--- src/include/kmst_pkg.sv ---
package kmst_pkg;

	// ----------------------------------------------------------------
	// Port map and matrix geometry
	// ----------------------------------------------------------------
	localparam logic [7:0]  KEY_MATRIX_COLUMN_PORT_ADDR = 8'h0E;
	localparam int          MATRIX_ROWS                 = 8;
	localparam int          MATRIX_COLS                 = 8;
	localparam logic [7:0]  COLUMN_IDLE                 = 8'hFF;

	// ----------------------------------------------------------------
	// Translation table layout
	// ----------------------------------------------------------------
	localparam logic [15:0] TABLE_POINTER_BASE  = 16'h2000;
	localparam logic [8:0]  BASE_TABLE_OFF      = 9'h000;
	localparam logic [8:0]  SHIFT_TABLE_OFF     = 9'h040;
	localparam logic [8:0]  CONTROL_TABLE_OFF   = 9'h080;
	localparam logic [8:0]  CAPS_TABLE_OFF      = 9'h0C0;
	localparam logic [8:0]  CTRL_SHIFT_OFF      = 9'h100;
	localparam logic [7:0]  CODE_IGNORED        = 8'h00;
	localparam logic [7:0]  RAW_FKEY_BASE       = 8'h80;
	localparam logic [7:0]  RAW_ARROW_BASE      = 8'h8A;
	localparam logic [7:0]  CTRL_BACKARROW_CODE = 8'h7F;
	localparam logic [7:0]  CTRL_DIGIT_BASE     = 8'h81;

	// ----------------------------------------------------------------
	// Function key mode, attributes, programmable keys, tabs
	// ----------------------------------------------------------------
	localparam logic [1:0]  FN_MODE_BUILTIN   = 2'd0;
	localparam logic [1:0]  FN_MODE_APP       = 2'd1;
	localparam logic [1:0]  FN_MODE_RAW       = 2'd2;
	localparam int          ATTR_REVERSE_BIT  = 7;
	localparam int          ATTR_FULL_BIT     = 6;
	localparam int          ATTR_UNDERLINE_BIT = 5;
	localparam int          ATTR_BLINK_BIT    = 4;
	localparam logic [7:0]  ATTR_RESET        = 8'h00;
	localparam int          PROG_KEY_COUNT    = 14;
	localparam logic [7:0]  PROG_KEY_MAX_LEN  = 8'd236;
	localparam logic [6:0]  TAB_STEP          = 7'd5;
	localparam logic [6:0]  LINE_LAST_COL     = 7'd79;
	localparam int          SCRATCH_DEPTH     = 256;

	typedef enum logic [1:0] {
		KMST_MOD_NONE,
		KMST_MOD_SHIFT,
		KMST_MOD_CTRL,
		KMST_MOD_CTRL_SHIFT
	} kmst_mod_t;

endpackage

--- src/rtl/kmst_scanner.sv ---
`timescale 1ns/1ps
module kmst_scanner #(
	parameter int ROWS  = kmst_pkg::MATRIX_ROWS,
	parameter int COLS  = kmst_pkg::MATRIX_COLS,
	parameter int DEPTH = kmst_pkg::SCRATCH_DEPTH
) (
	input  wire logic       CLK,
	input  wire logic       RESETN,
	input  wire logic [7:0] IO_ADDR_LO,
	input  wire logic [7:0] IO_ADDR_HI,
	input  wire logic       IO_RD,
	input  wire logic       IO_WR,
	output logic      [7:0] IO_RDATA,
	output logic            IO_RDATA_VALID,
	input  wire logic [7:0] MATRIX_COL_N,
	output logic      [7:0] MATRIX_ROW_SEL,
	input  wire logic       SHIFT_KEY,
	input  wire logic       CTRL_KEY,
	input  wire logic       ALPHA_LOCK_KEY,
	input  wire logic [5:0] KEY_POS,
	input  wire logic       KEY_POS_VALID,
	output logic      [8:0] TABLE_INDEX,
	output logic      [7:0] RAW_KEY_CODE,
	output logic            RAW_KEY_VALID,
	output logic      [1:0] FN_TABLE_USE,
	input  wire logic [1:0] FN_KEY_TABLE_SELECT,
	input  wire logic       FN_KEY_TABLE_SELECT_WE,
	output logic      [15:0] TABLE_POINTER_ADDR,
	input  wire logic [7:0] BACKGROUND_ATTRIBUTE_FLAG,
	input  wire logic       BACKGROUND_ATTRIBUTE_WE,
	output logic            ATTR_REVERSE,
	output logic            ATTR_FULL,
	output logic            ATTR_UNDERLINE,
	output logic            ATTR_BLINK,
	input  wire logic [3:0] PROG_KEY_ID,
	input  wire logic [7:0] PROG_KEY_BYTE,
	input  wire logic       PROG_KEY_START,
	input  wire logic       PROG_KEY_WE,
	output logic            PROG_KEY_ERROR,
	output logic      [7:0] PROG_KEY_FILL,
	input  wire logic       TAB_PRESS,
	output logic      [6:0] CURSOR_POSITION_PTR
);
	import kmst_pkg::*;

	// ----------------------------------------------------------------
	// Pin synchronisers
	// ----------------------------------------------------------------
	logic [7:0] col_sync;
	logic [2:0] mod_sync;

	kmst_sync2 #(.WIDTH(8), .INIT(COLUMN_IDLE)) u_col_sync (
		.CLK    (CLK),
		.RESETN (RESETN),
		.d      (MATRIX_COL_N),
		.q      (col_sync)
	);

	kmst_sync2 #(.WIDTH(3), .INIT(3'b000)) u_mod_sync (
		.CLK    (CLK),
		.RESETN (RESETN),
		.d      ({ALPHA_LOCK_KEY, CTRL_KEY, SHIFT_KEY}),
		.q      (mod_sync)
	);

	// ----------------------------------------------------------------
	// Port decode and row drive
	// ----------------------------------------------------------------
	logic port_hit;
	logic [7:0] prev_col_reg;
	logic [7:0] prev_row_reg;
	logic       have_prev_reg;

	// Only reads decode; a write to the port gives no answer but still loads the row latch below
	always_comb begin
		port_hit = IO_RD && (IO_ADDR_LO == KEY_MATRIX_COLUMN_PORT_ADDR);
	end

	// Row pattern is the accumulator on the upper address byte
	always_ff @(posedge CLK or negedge RESETN) begin
		if (!RESETN) begin
			MATRIX_ROW_SEL <= 8'h00;
		end else if (IO_ADDR_LO == KEY_MATRIX_COLUMN_PORT_ADDR) begin
			MATRIX_ROW_SEL <= IO_ADDR_HI;
		end
	end

	// ----------------------------------------------------------------
	// Column read with two-scan confirmation
	// ----------------------------------------------------------------
	// A closure is returned only if the previous read of the same row
	// saw it too; bounce therefore costs one extra poll, not a ghost key.
	always_ff @(posedge CLK or negedge RESETN) begin
		if (!RESETN) begin
			IO_RDATA       <= COLUMN_IDLE;
			IO_RDATA_VALID <= 1'b0;
			prev_col_reg   <= COLUMN_IDLE;
			prev_row_reg   <= 8'h00;
			have_prev_reg  <= 1'b0;
		end else begin
			IO_RDATA_VALID <= port_hit;
			if (port_hit) begin
				prev_col_reg  <= col_sync;
				prev_row_reg  <= IO_ADDR_HI;
				have_prev_reg <= 1'b1;
				if (have_prev_reg && prev_row_reg == IO_ADDR_HI) begin
					IO_RDATA <= col_sync | prev_col_reg;
				end else begin
					IO_RDATA <= COLUMN_IDLE;
				end
			end
		end
	end

	// ----------------------------------------------------------------
	// Modifier selection
	// ----------------------------------------------------------------
	kmst_mod_t mod_state;

	always_comb begin
		if (mod_sync[1] && mod_sync[0]) begin
			mod_state = KMST_MOD_CTRL_SHIFT;
		end else if (mod_sync[1]) begin
			mod_state = KMST_MOD_CTRL;
		end else if (mod_sync[0]) begin
			mod_state = KMST_MOD_SHIFT;
		end else begin
			mod_state = KMST_MOD_NONE;
		end
	end

	// ----------------------------------------------------------------
	// Translation table index
	// ----------------------------------------------------------------
	logic       is_letter;
	logic       is_digit;
	logic       is_arrow;
	logic [3:0] prog_num;
	logic [8:0] table_base;
	logic [1:0] fn_sel_reg;

	// Letters occupy 10h-27h except the comma slot at 27h
	always_comb begin
		is_letter = (KEY_POS >= 6'h10) && (KEY_POS <= 6'h26);
		is_digit  = (KEY_POS >= 6'h08 && KEY_POS <= 6'h0F)
		         || KEY_POS == 6'h2E || KEY_POS == 6'h2F;
		is_arrow  = KEY_POS == 6'h28 || KEY_POS == 6'h29
		         || KEY_POS == 6'h30 || KEY_POS == 6'h31;
		if (KEY_POS >= 6'h08 && KEY_POS <= 6'h0F) begin
			prog_num = 4'(KEY_POS - 6'h07);
		end else if (KEY_POS == 6'h2F) begin
			prog_num = 4'd9;
		end else if (KEY_POS == 6'h2E) begin
			prog_num = 4'd0;
		end else if (KEY_POS == 6'h28) begin
			prog_num = 4'd10;
		end else if (KEY_POS == 6'h29) begin
			prog_num = 4'd13;
		end else if (KEY_POS == 6'h30) begin
			prog_num = 4'd11;
		end else begin
			prog_num = 4'd12;
		end
	end

	// Shift and control outrank the lock; lock only touches letters
	always_comb begin
		case (mod_state)
			KMST_MOD_CTRL_SHIFT: table_base = CTRL_SHIFT_OFF;
			KMST_MOD_CTRL:       table_base = CONTROL_TABLE_OFF;
			KMST_MOD_SHIFT:      table_base = SHIFT_TABLE_OFF;
			default: begin
				if (mod_sync[2] && is_letter) begin
					table_base = CAPS_TABLE_OFF;
				end else begin
					table_base = BASE_TABLE_OFF;
				end
			end
		endcase
	end

	// Index and raw code registered per key event
	always_ff @(posedge CLK or negedge RESETN) begin
		if (!RESETN) begin
			TABLE_INDEX   <= BASE_TABLE_OFF;
			RAW_KEY_CODE  <= CODE_IGNORED;
			RAW_KEY_VALID <= 1'b0;
		end else begin
			RAW_KEY_VALID <= 1'b0;
			if (KEY_POS_VALID) begin
				TABLE_INDEX <= table_base + {3'b000, KEY_POS};
				if (fn_sel_reg == FN_MODE_RAW && (is_digit || is_arrow)) begin
					RAW_KEY_VALID <= 1'b1;
					if (is_arrow) begin
						RAW_KEY_CODE <= RAW_ARROW_BASE + {4'h0, prog_num - 4'd10};
					end else begin
						RAW_KEY_CODE <= RAW_FKEY_BASE + {4'h0, prog_num};
					end
				end else if (mod_state == KMST_MOD_CTRL && KEY_POS == 6'h29) begin
					RAW_KEY_CODE <= CTRL_BACKARROW_CODE;
				end else if (mod_state == KMST_MOD_CTRL && is_digit && prog_num != 4'd0) begin
					RAW_KEY_CODE <= CTRL_DIGIT_BASE + {4'h0, prog_num - 4'd1};
				end else begin
					RAW_KEY_CODE <= CODE_IGNORED;
				end
			end
		end
	end

	// ----------------------------------------------------------------
	// Function key mode and table pointer area
	// ----------------------------------------------------------------
	// Value 3 is undefined and refused; old mode stays
	always_ff @(posedge CLK or negedge RESETN) begin
		if (!RESETN) begin
			fn_sel_reg <= FN_MODE_BUILTIN;
		end else if (FN_KEY_TABLE_SELECT_WE && FN_KEY_TABLE_SELECT != 2'd3) begin
			fn_sel_reg <= FN_KEY_TABLE_SELECT;
		end
	end

	always_comb begin
		FN_TABLE_USE       = fn_sel_reg;
		TABLE_POINTER_ADDR = TABLE_POINTER_BASE;
	end

	// ----------------------------------------------------------------
	// Background attribute flag
	// ----------------------------------------------------------------
	logic [7:0] attr_reg;

	always_ff @(posedge CLK or negedge RESETN) begin
		if (!RESETN) begin
			attr_reg <= ATTR_RESET;
		end else if (BACKGROUND_ATTRIBUTE_WE) begin
			attr_reg <= BACKGROUND_ATTRIBUTE_FLAG;
		end
	end

	always_comb begin
		ATTR_REVERSE   = attr_reg[ATTR_REVERSE_BIT];
		ATTR_FULL      = attr_reg[ATTR_FULL_BIT];
		ATTR_UNDERLINE = attr_reg[ATTR_UNDERLINE_BIT];
		ATTR_BLINK     = attr_reg[ATTR_BLINK_BIT];
	end

	// ----------------------------------------------------------------
	// Programmable key scratchpad
	// ----------------------------------------------------------------
	// Packed back to back: length byte then that many bytes. Keys must
	// be written in order; rewriting one appends a new copy at the write pointer and keeps the rest.
	logic [7:0] scratch_mem [DEPTH];
	logic [7:0] wr_ptr_reg;
	logic [7:0] len_ptr_reg;
	logic [7:0] len_reg;
	logic       def_open_reg;
	logic       def_ok;
	logic       byte_ok;

	always_ff @(posedge CLK or negedge RESETN) begin
		if (!RESETN) begin
			wr_ptr_reg     <= 8'h00;
			len_ptr_reg    <= 8'h00;
			len_reg        <= 8'h00;
			def_open_reg   <= 1'b0;
			PROG_KEY_ERROR <= 1'b0;
			PROG_KEY_FILL  <= 8'h00;
		end else begin
			PROG_KEY_ERROR <= 1'b0;
			if (PROG_KEY_START) begin
				if (32'(PROG_KEY_ID) >= PROG_KEY_COUNT || wr_ptr_reg == 8'hFF) begin
					PROG_KEY_ERROR <= 1'b1;
					def_open_reg   <= 1'b0;
				end else begin
					len_ptr_reg  <= wr_ptr_reg;
					wr_ptr_reg   <= wr_ptr_reg + 8'd1;
					len_reg      <= 8'h00;
					def_open_reg <= 1'b1;
				end
			end else if (PROG_KEY_WE && def_open_reg) begin
				if (len_reg >= PROG_KEY_MAX_LEN || wr_ptr_reg == 8'hFF) begin
					PROG_KEY_ERROR <= 1'b1;
				end else begin
					len_reg    <= len_reg + 8'd1;
					wr_ptr_reg <= wr_ptr_reg + 8'd1;
				end
			end
			PROG_KEY_FILL <= wr_ptr_reg;
		end
	end

	// Storage has no reset; length slot rewritten on every byte
	always_ff @(posedge CLK) begin
		if (PROG_KEY_START && def_ok) begin
			scratch_mem[wr_ptr_reg] <= 8'h00;
		end else if (PROG_KEY_WE && def_open_reg && byte_ok) begin
			scratch_mem[wr_ptr_reg]  <= PROG_KEY_BYTE;
			scratch_mem[len_ptr_reg] <= len_reg + 8'd1;
		end
	end

	always_comb begin
		def_ok  = 32'(PROG_KEY_ID) < PROG_KEY_COUNT && wr_ptr_reg != 8'hFF;
		byte_ok = len_reg < PROG_KEY_MAX_LEN && wr_ptr_reg != 8'hFF;
	end

	// ----------------------------------------------------------------
	// Tab stop cursor
	// ----------------------------------------------------------------
	logic [6:0] tab_next;

	always_comb begin
		tab_next = CURSOR_POSITION_PTR + TAB_STEP - (CURSOR_POSITION_PTR % TAB_STEP);
	end

	// Cursor stops at the last column rather than wrapping
	always_ff @(posedge CLK or negedge RESETN) begin
		if (!RESETN) begin
			CURSOR_POSITION_PTR <= 7'd0;
		end else if (TAB_PRESS) begin
			if (tab_next > LINE_LAST_COL) begin
				CURSOR_POSITION_PTR <= LINE_LAST_COL;
			end else begin
				CURSOR_POSITION_PTR <= tab_next;
			end
		end
	end

endmodule

--- src/rtl/kmst_sync2.sv ---
`timescale 1ns/1ps
// Two-stage synchroniser bank for asynchronous pin levels
module kmst_sync2 #(
	parameter int WIDTH = 8,
	parameter logic [WIDTH-1:0] INIT = '1
) (
	input  wire logic             CLK,
	input  wire logic             RESETN,
	input  wire logic [WIDTH-1:0] d,
	output logic      [WIDTH-1:0] q
);
	logic [WIDTH-1:0] meta_reg;

	// First stage is read only by the second stage
	always_ff @(posedge CLK or negedge RESETN) begin
		if (!RESETN) begin
			meta_reg <= INIT;
			q        <= INIT;
		end else begin
			meta_reg <= d;
			q        <= meta_reg;
		end
	end
endmodule

--- config.mk ---
export PLATFORM = sky130hd
export DESIGN_NAME = kmst_scanner
export DESIGN_NICKNAME = d
export VERILOG_FILES = /design/src/include/kmst_pkg.sv /design/src/rtl/kmst_scanner.sv /design/src/rtl/kmst_sync2.sv
export SDC_FILE = /design/constraint.sdc
export NUM_CORES = 1
export LEC_CHECK = 0
export BUFFER_PORTS_ARGS = -buffer_cell sky130_fd_sc_hd__buf_4
export CAP_MARGIN = 30
export CORE_UTILIZATION = 53
export DETAILED_ROUTE_END_ITERATION = 8
export MAX_ROUTING_LAYER = met4
export PLACE_DENSITY = 0.8
export SYNTH_ARGS = -nofsm -noshare
export SYNTH_HDL_FRONTEND = slang
export SYNTH_SLANG_ARGS = --single-unit
--- constraint.sdc ---
create_clock -name CLK -period 4 [get_ports CLK]
set_clock_uncertainty 0.05 [all_clocks]
set_input_delay 0.4 -clock CLK [delete_from_list [all_inputs] [get_ports CLK]]
set_output_delay 0.4 -clock CLK [all_outputs]
set_load 0.05 [all_outputs]
### After elaboration in Yosys (flattened, before gate mapping)

Index checks and enable logic that the tools add are counted.

* add/subtract/negate cells: 11
* reduce and logical (&&, ||, !) cells: 23
* div/mod/pow operators: 1
* bitwise operators: 1
* equal/unequal tests: 16
* multiplexer cells: 32
* $lt $le $gt $ge: 7

Operators by type and width (number)
* $mux 8: 14
* $eq 6x6->1 const B: 6
* $pmux 9 s3: 1
* $add 8x4->8 const A: 3
* $add 8x1->8 const B: 2
* $logic_and 1x1->1: 12
* $mux 4: 3
* $add 9x6->9: 1
* $mux 3: 3
* $eq 8x4->1 const B: 1
* $eq 8x8->1: 1
* $eq 8x8->1 const B: 1
* $ge 8x8->1 const B: 1
* $logic_or 1x1->1: 8
* $mux 1: 8
* $or 8x8->8: 1
* $add 7x3->7 const B: 1
* $gt 7x7->1 const B: 1
* $mod 7x3->7 const B: 1
* $mux 7: 1
* $sub 7x7->7: 1
* $eq 2x2->1 const B: 3
* $ge 6x4->1 const B: 1
* $ge 6x5->1 const B: 1
* other kinds (12): 15

* bits in registers: 117
* output and inout bits: 73

### Logic depth before layout (Yosys ltp)

* depth in word-level cells: 12
* mapped depth: 17

### Cells and area by module

From an unflattened synthesis, not the netlist that was laid out.

* cell total of the unflattened synthesis: 470
* area total of the unflattened synthesis: 5388.9 um^2

Modules (own cells, without submodules)
* kmst_scanner: area each 4818.4 um^2, cells an instance 448, seq. area each 2272.2 um^2, times used 1
* kmst_sync2 (u_col_sync): area each 420.4 um^2, cells an instance 16, seq. area each 420.4 um^2, times used 1
* kmst_sync2 (u_mod_sync): area each 150.1 um^2, cells an instance 6, seq. area each 150.1 um^2, times used 1

### Least setup slack after synthesis

Ideal clock, no wire load.

* path type: register -> register
* start point: register CURSOR_POSITION_PTR[6]
* end point: register CURSOR_POSITION_PTR[1]
* arrival time: 3.817 ns
* setup slack: 0.009 ns
* clock period less this slack: 3.991 ns
* stages on the path, launching flop included: 18
* required time: 3.826 ns
* setup time: 0.124 ns
* cell sequence: dfrtp_1 buf_2 nor2b_1 o21ai_0 o211ai_1 and3_1 a21oi_1 o211a_1 ha_1 inv_1 ha_1 fa_1 a21oi_1 nor2_1 nor2_1 xnor2_1 o211a_1 a211o_1

* word-level cells in the longest chain between the ends: 4
* elaborated cells on any way between the ends: 5
* classes of those cells: add/sub: 2; div: 1; order compare: 1; mux: 1

RTL lines
* start: declaration: RTL line kmst_scanner.sv:42 `output logic [6:0] CURSOR_POSITION_PTR`
* start signal: assignment: RTL line kmst_scanner.sv:324 `CURSOR_POSITION_PTR <= tab_next;`
* $mod 7x3->7 or $add 7x3->7 (tied branches): RTL line kmst_scanner.sv:313 `tab_next = CURSOR_POSITION_PTR + TAB_STEP - (CURSOR_POSITION_PTR % TAB_STEP);`
* $sub 7x7->7 *: RTL line kmst_scanner.sv:313
* $gt 7x7->1: RTL line kmst_scanner.sv:321 `if (tab_next > LINE_LAST_COL) begin`
* $mux 7 *: RTL line kmst_scanner.sv:321

Mark *: on every way between the ends. The rest lies on a longest branch, timed or not.
A chain may end at the register's enable or synchronous reset.

### Final worst setup path

* start point: register CURSOR_POSITION_PTR[4]
* end point: register CURSOR_POSITION_PTR[1]

The elaborated chain is that of the path after synthesis.

==> results.py <==
metrics = {
    "pwr": {
        "power_switching_mw": 1.679,
        "ir_drop_v": 0.0007216,
        "cellInternalPower_mw": 2.355,
        "clkPwrFrac": 0.154,
        "finalPower_mw": 4.034,
        "combPwrFrac": 0.478,
        "power_frac_seq": 0.368,
        "sw_frac_of_total": 0.4162,
        "p_per_area_nw_per_um2": 615.9,
        "power_leakage_nw": 3.124,
    },
    "synth": {
        "yosys-top-cells-count": "dfrtp_1, nor2_1, mux2_2, dfstp_2, inv_1",
        "yosys_warnings": 0,
        "async_flop_share": 1.000,
        "ys_ff_latch": 112,
        "synth_top_cell_by_area": "dfrtp_1",
        "syn_avg_cell_area_um2": 11.29,
        "synth_flop_cell": "dfrtp_1",
        "synth_edf_count": 0,
        "synth_top_area_frac": 0.3780,
        "synthCells": 469,
        "synth_area_um2": 5296,
        "synth.distinct_cells": 59,
        "synth_most_common_cell": "dfrtp_1",
        "synthTopCellsByArea": "dfrtp_1, dfstp_2, mux2_2, ha_1, nor2_1",
        "synth-seq-area-share": 0.5367,
    },
    "routing": {
        "avgViaCountPerCell": 5.183,
        "route.detailed.wl_per_inst_um": 13.89,
        "drc_errors": 0,
        "vias": 3794,
        "postRouteAntennaNets": 0,
        "wl_mm": 10.17,
        "drt_iter0_drc": 98,
        "dr.pass1.iters": 6,
    },
    "critical_path": {
        "cp.arrival_ns": 4.02,
        "path_class": "register to register",
        "cp_cell_sequence": "clkbuf_2 > and3b_1 > o31ai_2 > o311ai_4 > buf_4 > nor2_1 > a21oi_1 > o31ai_1 > ha_1 > inv_1 > ha_1 > a21o_1 > a21oi_1 > nand4b_1 > nand3_1 > o211a_1 > a211o_1",
        "critPathMaxFanout": 7,
        "start_kind": "register",
        "cp-end-kind": "register",
        "worstPathRequired_ns": 4.20,
        "cpPeakStageDelay_ns": 0.39,
        "cp_slowest_cell": "dfrtp_2",
    },
    "global_route": {
        "grt_max_degree": 79,
        "grt_use_met2": 0.3165,
        "grt_pass1_wl_mm": 15.48,
        "grt_util_all_layers": 0.1964,
        "grt_busiest_layer": "met2",
        "met1_usage": 0.2411,
        "grt_use_met3": 0.03694,
        "grt_overflow": 0,
        "antenna_found_initial": 0,
        "grt_pass1_vias": 3429,
    },
    "sta": {
        "fin_tns_setup_ns": 0,
        "worst_slack_ns": 0.1877,
        "whs_ns": 0.07269,
        "worstMarginPinSlew_ns": 0.6179,
        "hold_violations": 0,
        "setup_viol": 0,
        "fmax_ghz": 0.2623,
        "maxSlewViolCount": 0,
        "min_period_ns": 3.812,
        "max_slew_margin": 0.5837,
        "finalCritPeriodShare": 0.9531,
    },
    "floorplan": {
        "start_util": 0.5444,
        "io_pins": 138,
        "die_x_um": 102.0,
        "die_h_um": 102.0,
        "core_area_um2": 9729,
        "rows": 36,
        "die_area_um2": 10400,
    },
    "placement": {
        "dp_hpwl_mm": 6.940,
        "place.gp.congestion": 0.8245,
        "place_ws_ns": -0.04831,
        "io_buffers": 107,
    },
    "clocking": {
        "clock_path_buffers": 2,
        "insertion_delay_ns": 0.37,
        "tritoncts.num_buffers": 9,
        "cts_tree": "built",
        "cts_sinks": 112,
        "clk_pin_slew_worst_paths_ns": 0.11,
        "clockRootBuffer": "clkbuf_8",
        "cts_htree_levels": 3,
    },
    "layout": {
        "fill_cells": 765,
        "largest_reg_flops": 9,
        "regMostFlops": "TABLE_INDEX",
        "num_antenna_cells": 0,
        "drive_gt1_frac": 0.3873,
        "syn2layout_area_growth_pct": 23.67,
        "final_net_count": 679,
    },
    "min_path": {
        "hold_class": "primary input to register",
    },
    "status": {
        "status": "completed",
    },
    "job": {
        "drv_cap": 0,
    },
}
## final timing paths
| path | slack [ns] | startpoint | to | depth (start not counted) |
|---|---|---|---|---|
| worst min register to register | 0.31 | u_mod_sync.meta_reg[1] | u_mod_sync.q[1] | 0 |
| worst max-delay path | 0.19 | CURSOR_POSITION_PTR[4] | CURSOR_POSITION_PTR[1] | 17 |
| worst min-delay path | 0.07 | MATRIX_COL_N[4] | u_col_sync.meta_reg[4] | 1 |
| worst max register to register | 0.19 | CURSOR_POSITION_PTR[4] | CURSOR_POSITION_PTR[1] | 17 |
| min in group asynchronous | 0.34 | RESETN | MATRIX_ROW_SEL[3] | 2 |
| max in group asynchronous | 2.71 | RESETN | u_mod_sync.q[0] | 4 |
## kinds of logic (layout without fill, tap and decap cells)
kind of cell,count (synthesis),after routing,share of synthesized area
other,2,19,0.001418
adders and majority gates,20,20,0.04867
AOI/OAI and AO/OA,79,79,0.1030
xor gates and xnor gates,28,28,0.04630
muxes,40,40,0.08457
and+or+nand+nor,133,133,0.1269
buffers and inverters,55,168,0.05244
DFF,112,112,0.5367
## power by group through the flow
stage	logic [mW]	registers, mW	clock network, mW
3_3_place_gp	1.69	1.50	0
6_report	1.93	1.48	0.621
4_1_cts	1.76	1.49	0.642
2_1_floorplan	1.03	1.79	0
3_5_place_dp	1.75	1.51	0
5_1_grt	2.11	1.50	0.685
## final cells by class
type,instances,area [um^2],area share
clock inverter,6,51.30,0.007832
sequential,112,2850,0.4351
inverter,25,93.84,0.01433
timing repair buffer,127,973.4,0.1486
tap,133,166.4,0.02541
multi-input combinational,319,2287,0.3492
clock buffer,10,127.6,0.01948
## stage by stage
stage	area, um^2	instances	util
after CTS	6365	717	0.6542
after floorplan	5360	486	-
after global routing	6550	732	0.6732
final	6550	732	0.6732
after detailed placement	6183	701	0.6355
after global placement	6183	701	0.6355
## what timing repair did
action | 4_1_cts | 5_1_grt
endpoints found under the hold margin | 0 | 1
pin swaps | 0 | 2
hold buffers | 0 | 1
cloned | 0 | 0
resized for setup | 1 | 14
setup buffers | 0 | 13
endpoints found under the setup margin | 2 | 5
## per-layer routing
layer / wire length, um / vias up
met5: 0 / -
met4: 170 / 0
met3: 418 / 17
met2: 5079 / 81
met1: 4502 / 1847
li1: - / 1849
## critical path, delay by kind of cell, from the launching register on
kind,cells,cell delay [ns]
compound gates,8,1.71
fa+ha+maj,2,0.52
buf+inv,3,0.45
flops,1,0.39
simple gates,4,0.61
## cells in the final DEF, fill, tap and decap left out, types with 9 or more instances in the layout
cell type and instances:
mux2_2 38, clkbuf_8 9, o21ai_0 14, inv_1 25, xnor2_1 10, nor2_1 49
buf_4 124, ha_1 19, dfstp_2 32, a31oi_1 10, nand2_1 13, nand3_1 20
dfrtp_1 74, a21oi_1 17, xor2_1 18, conb_1 19
(Power assumes the default switching activity.)
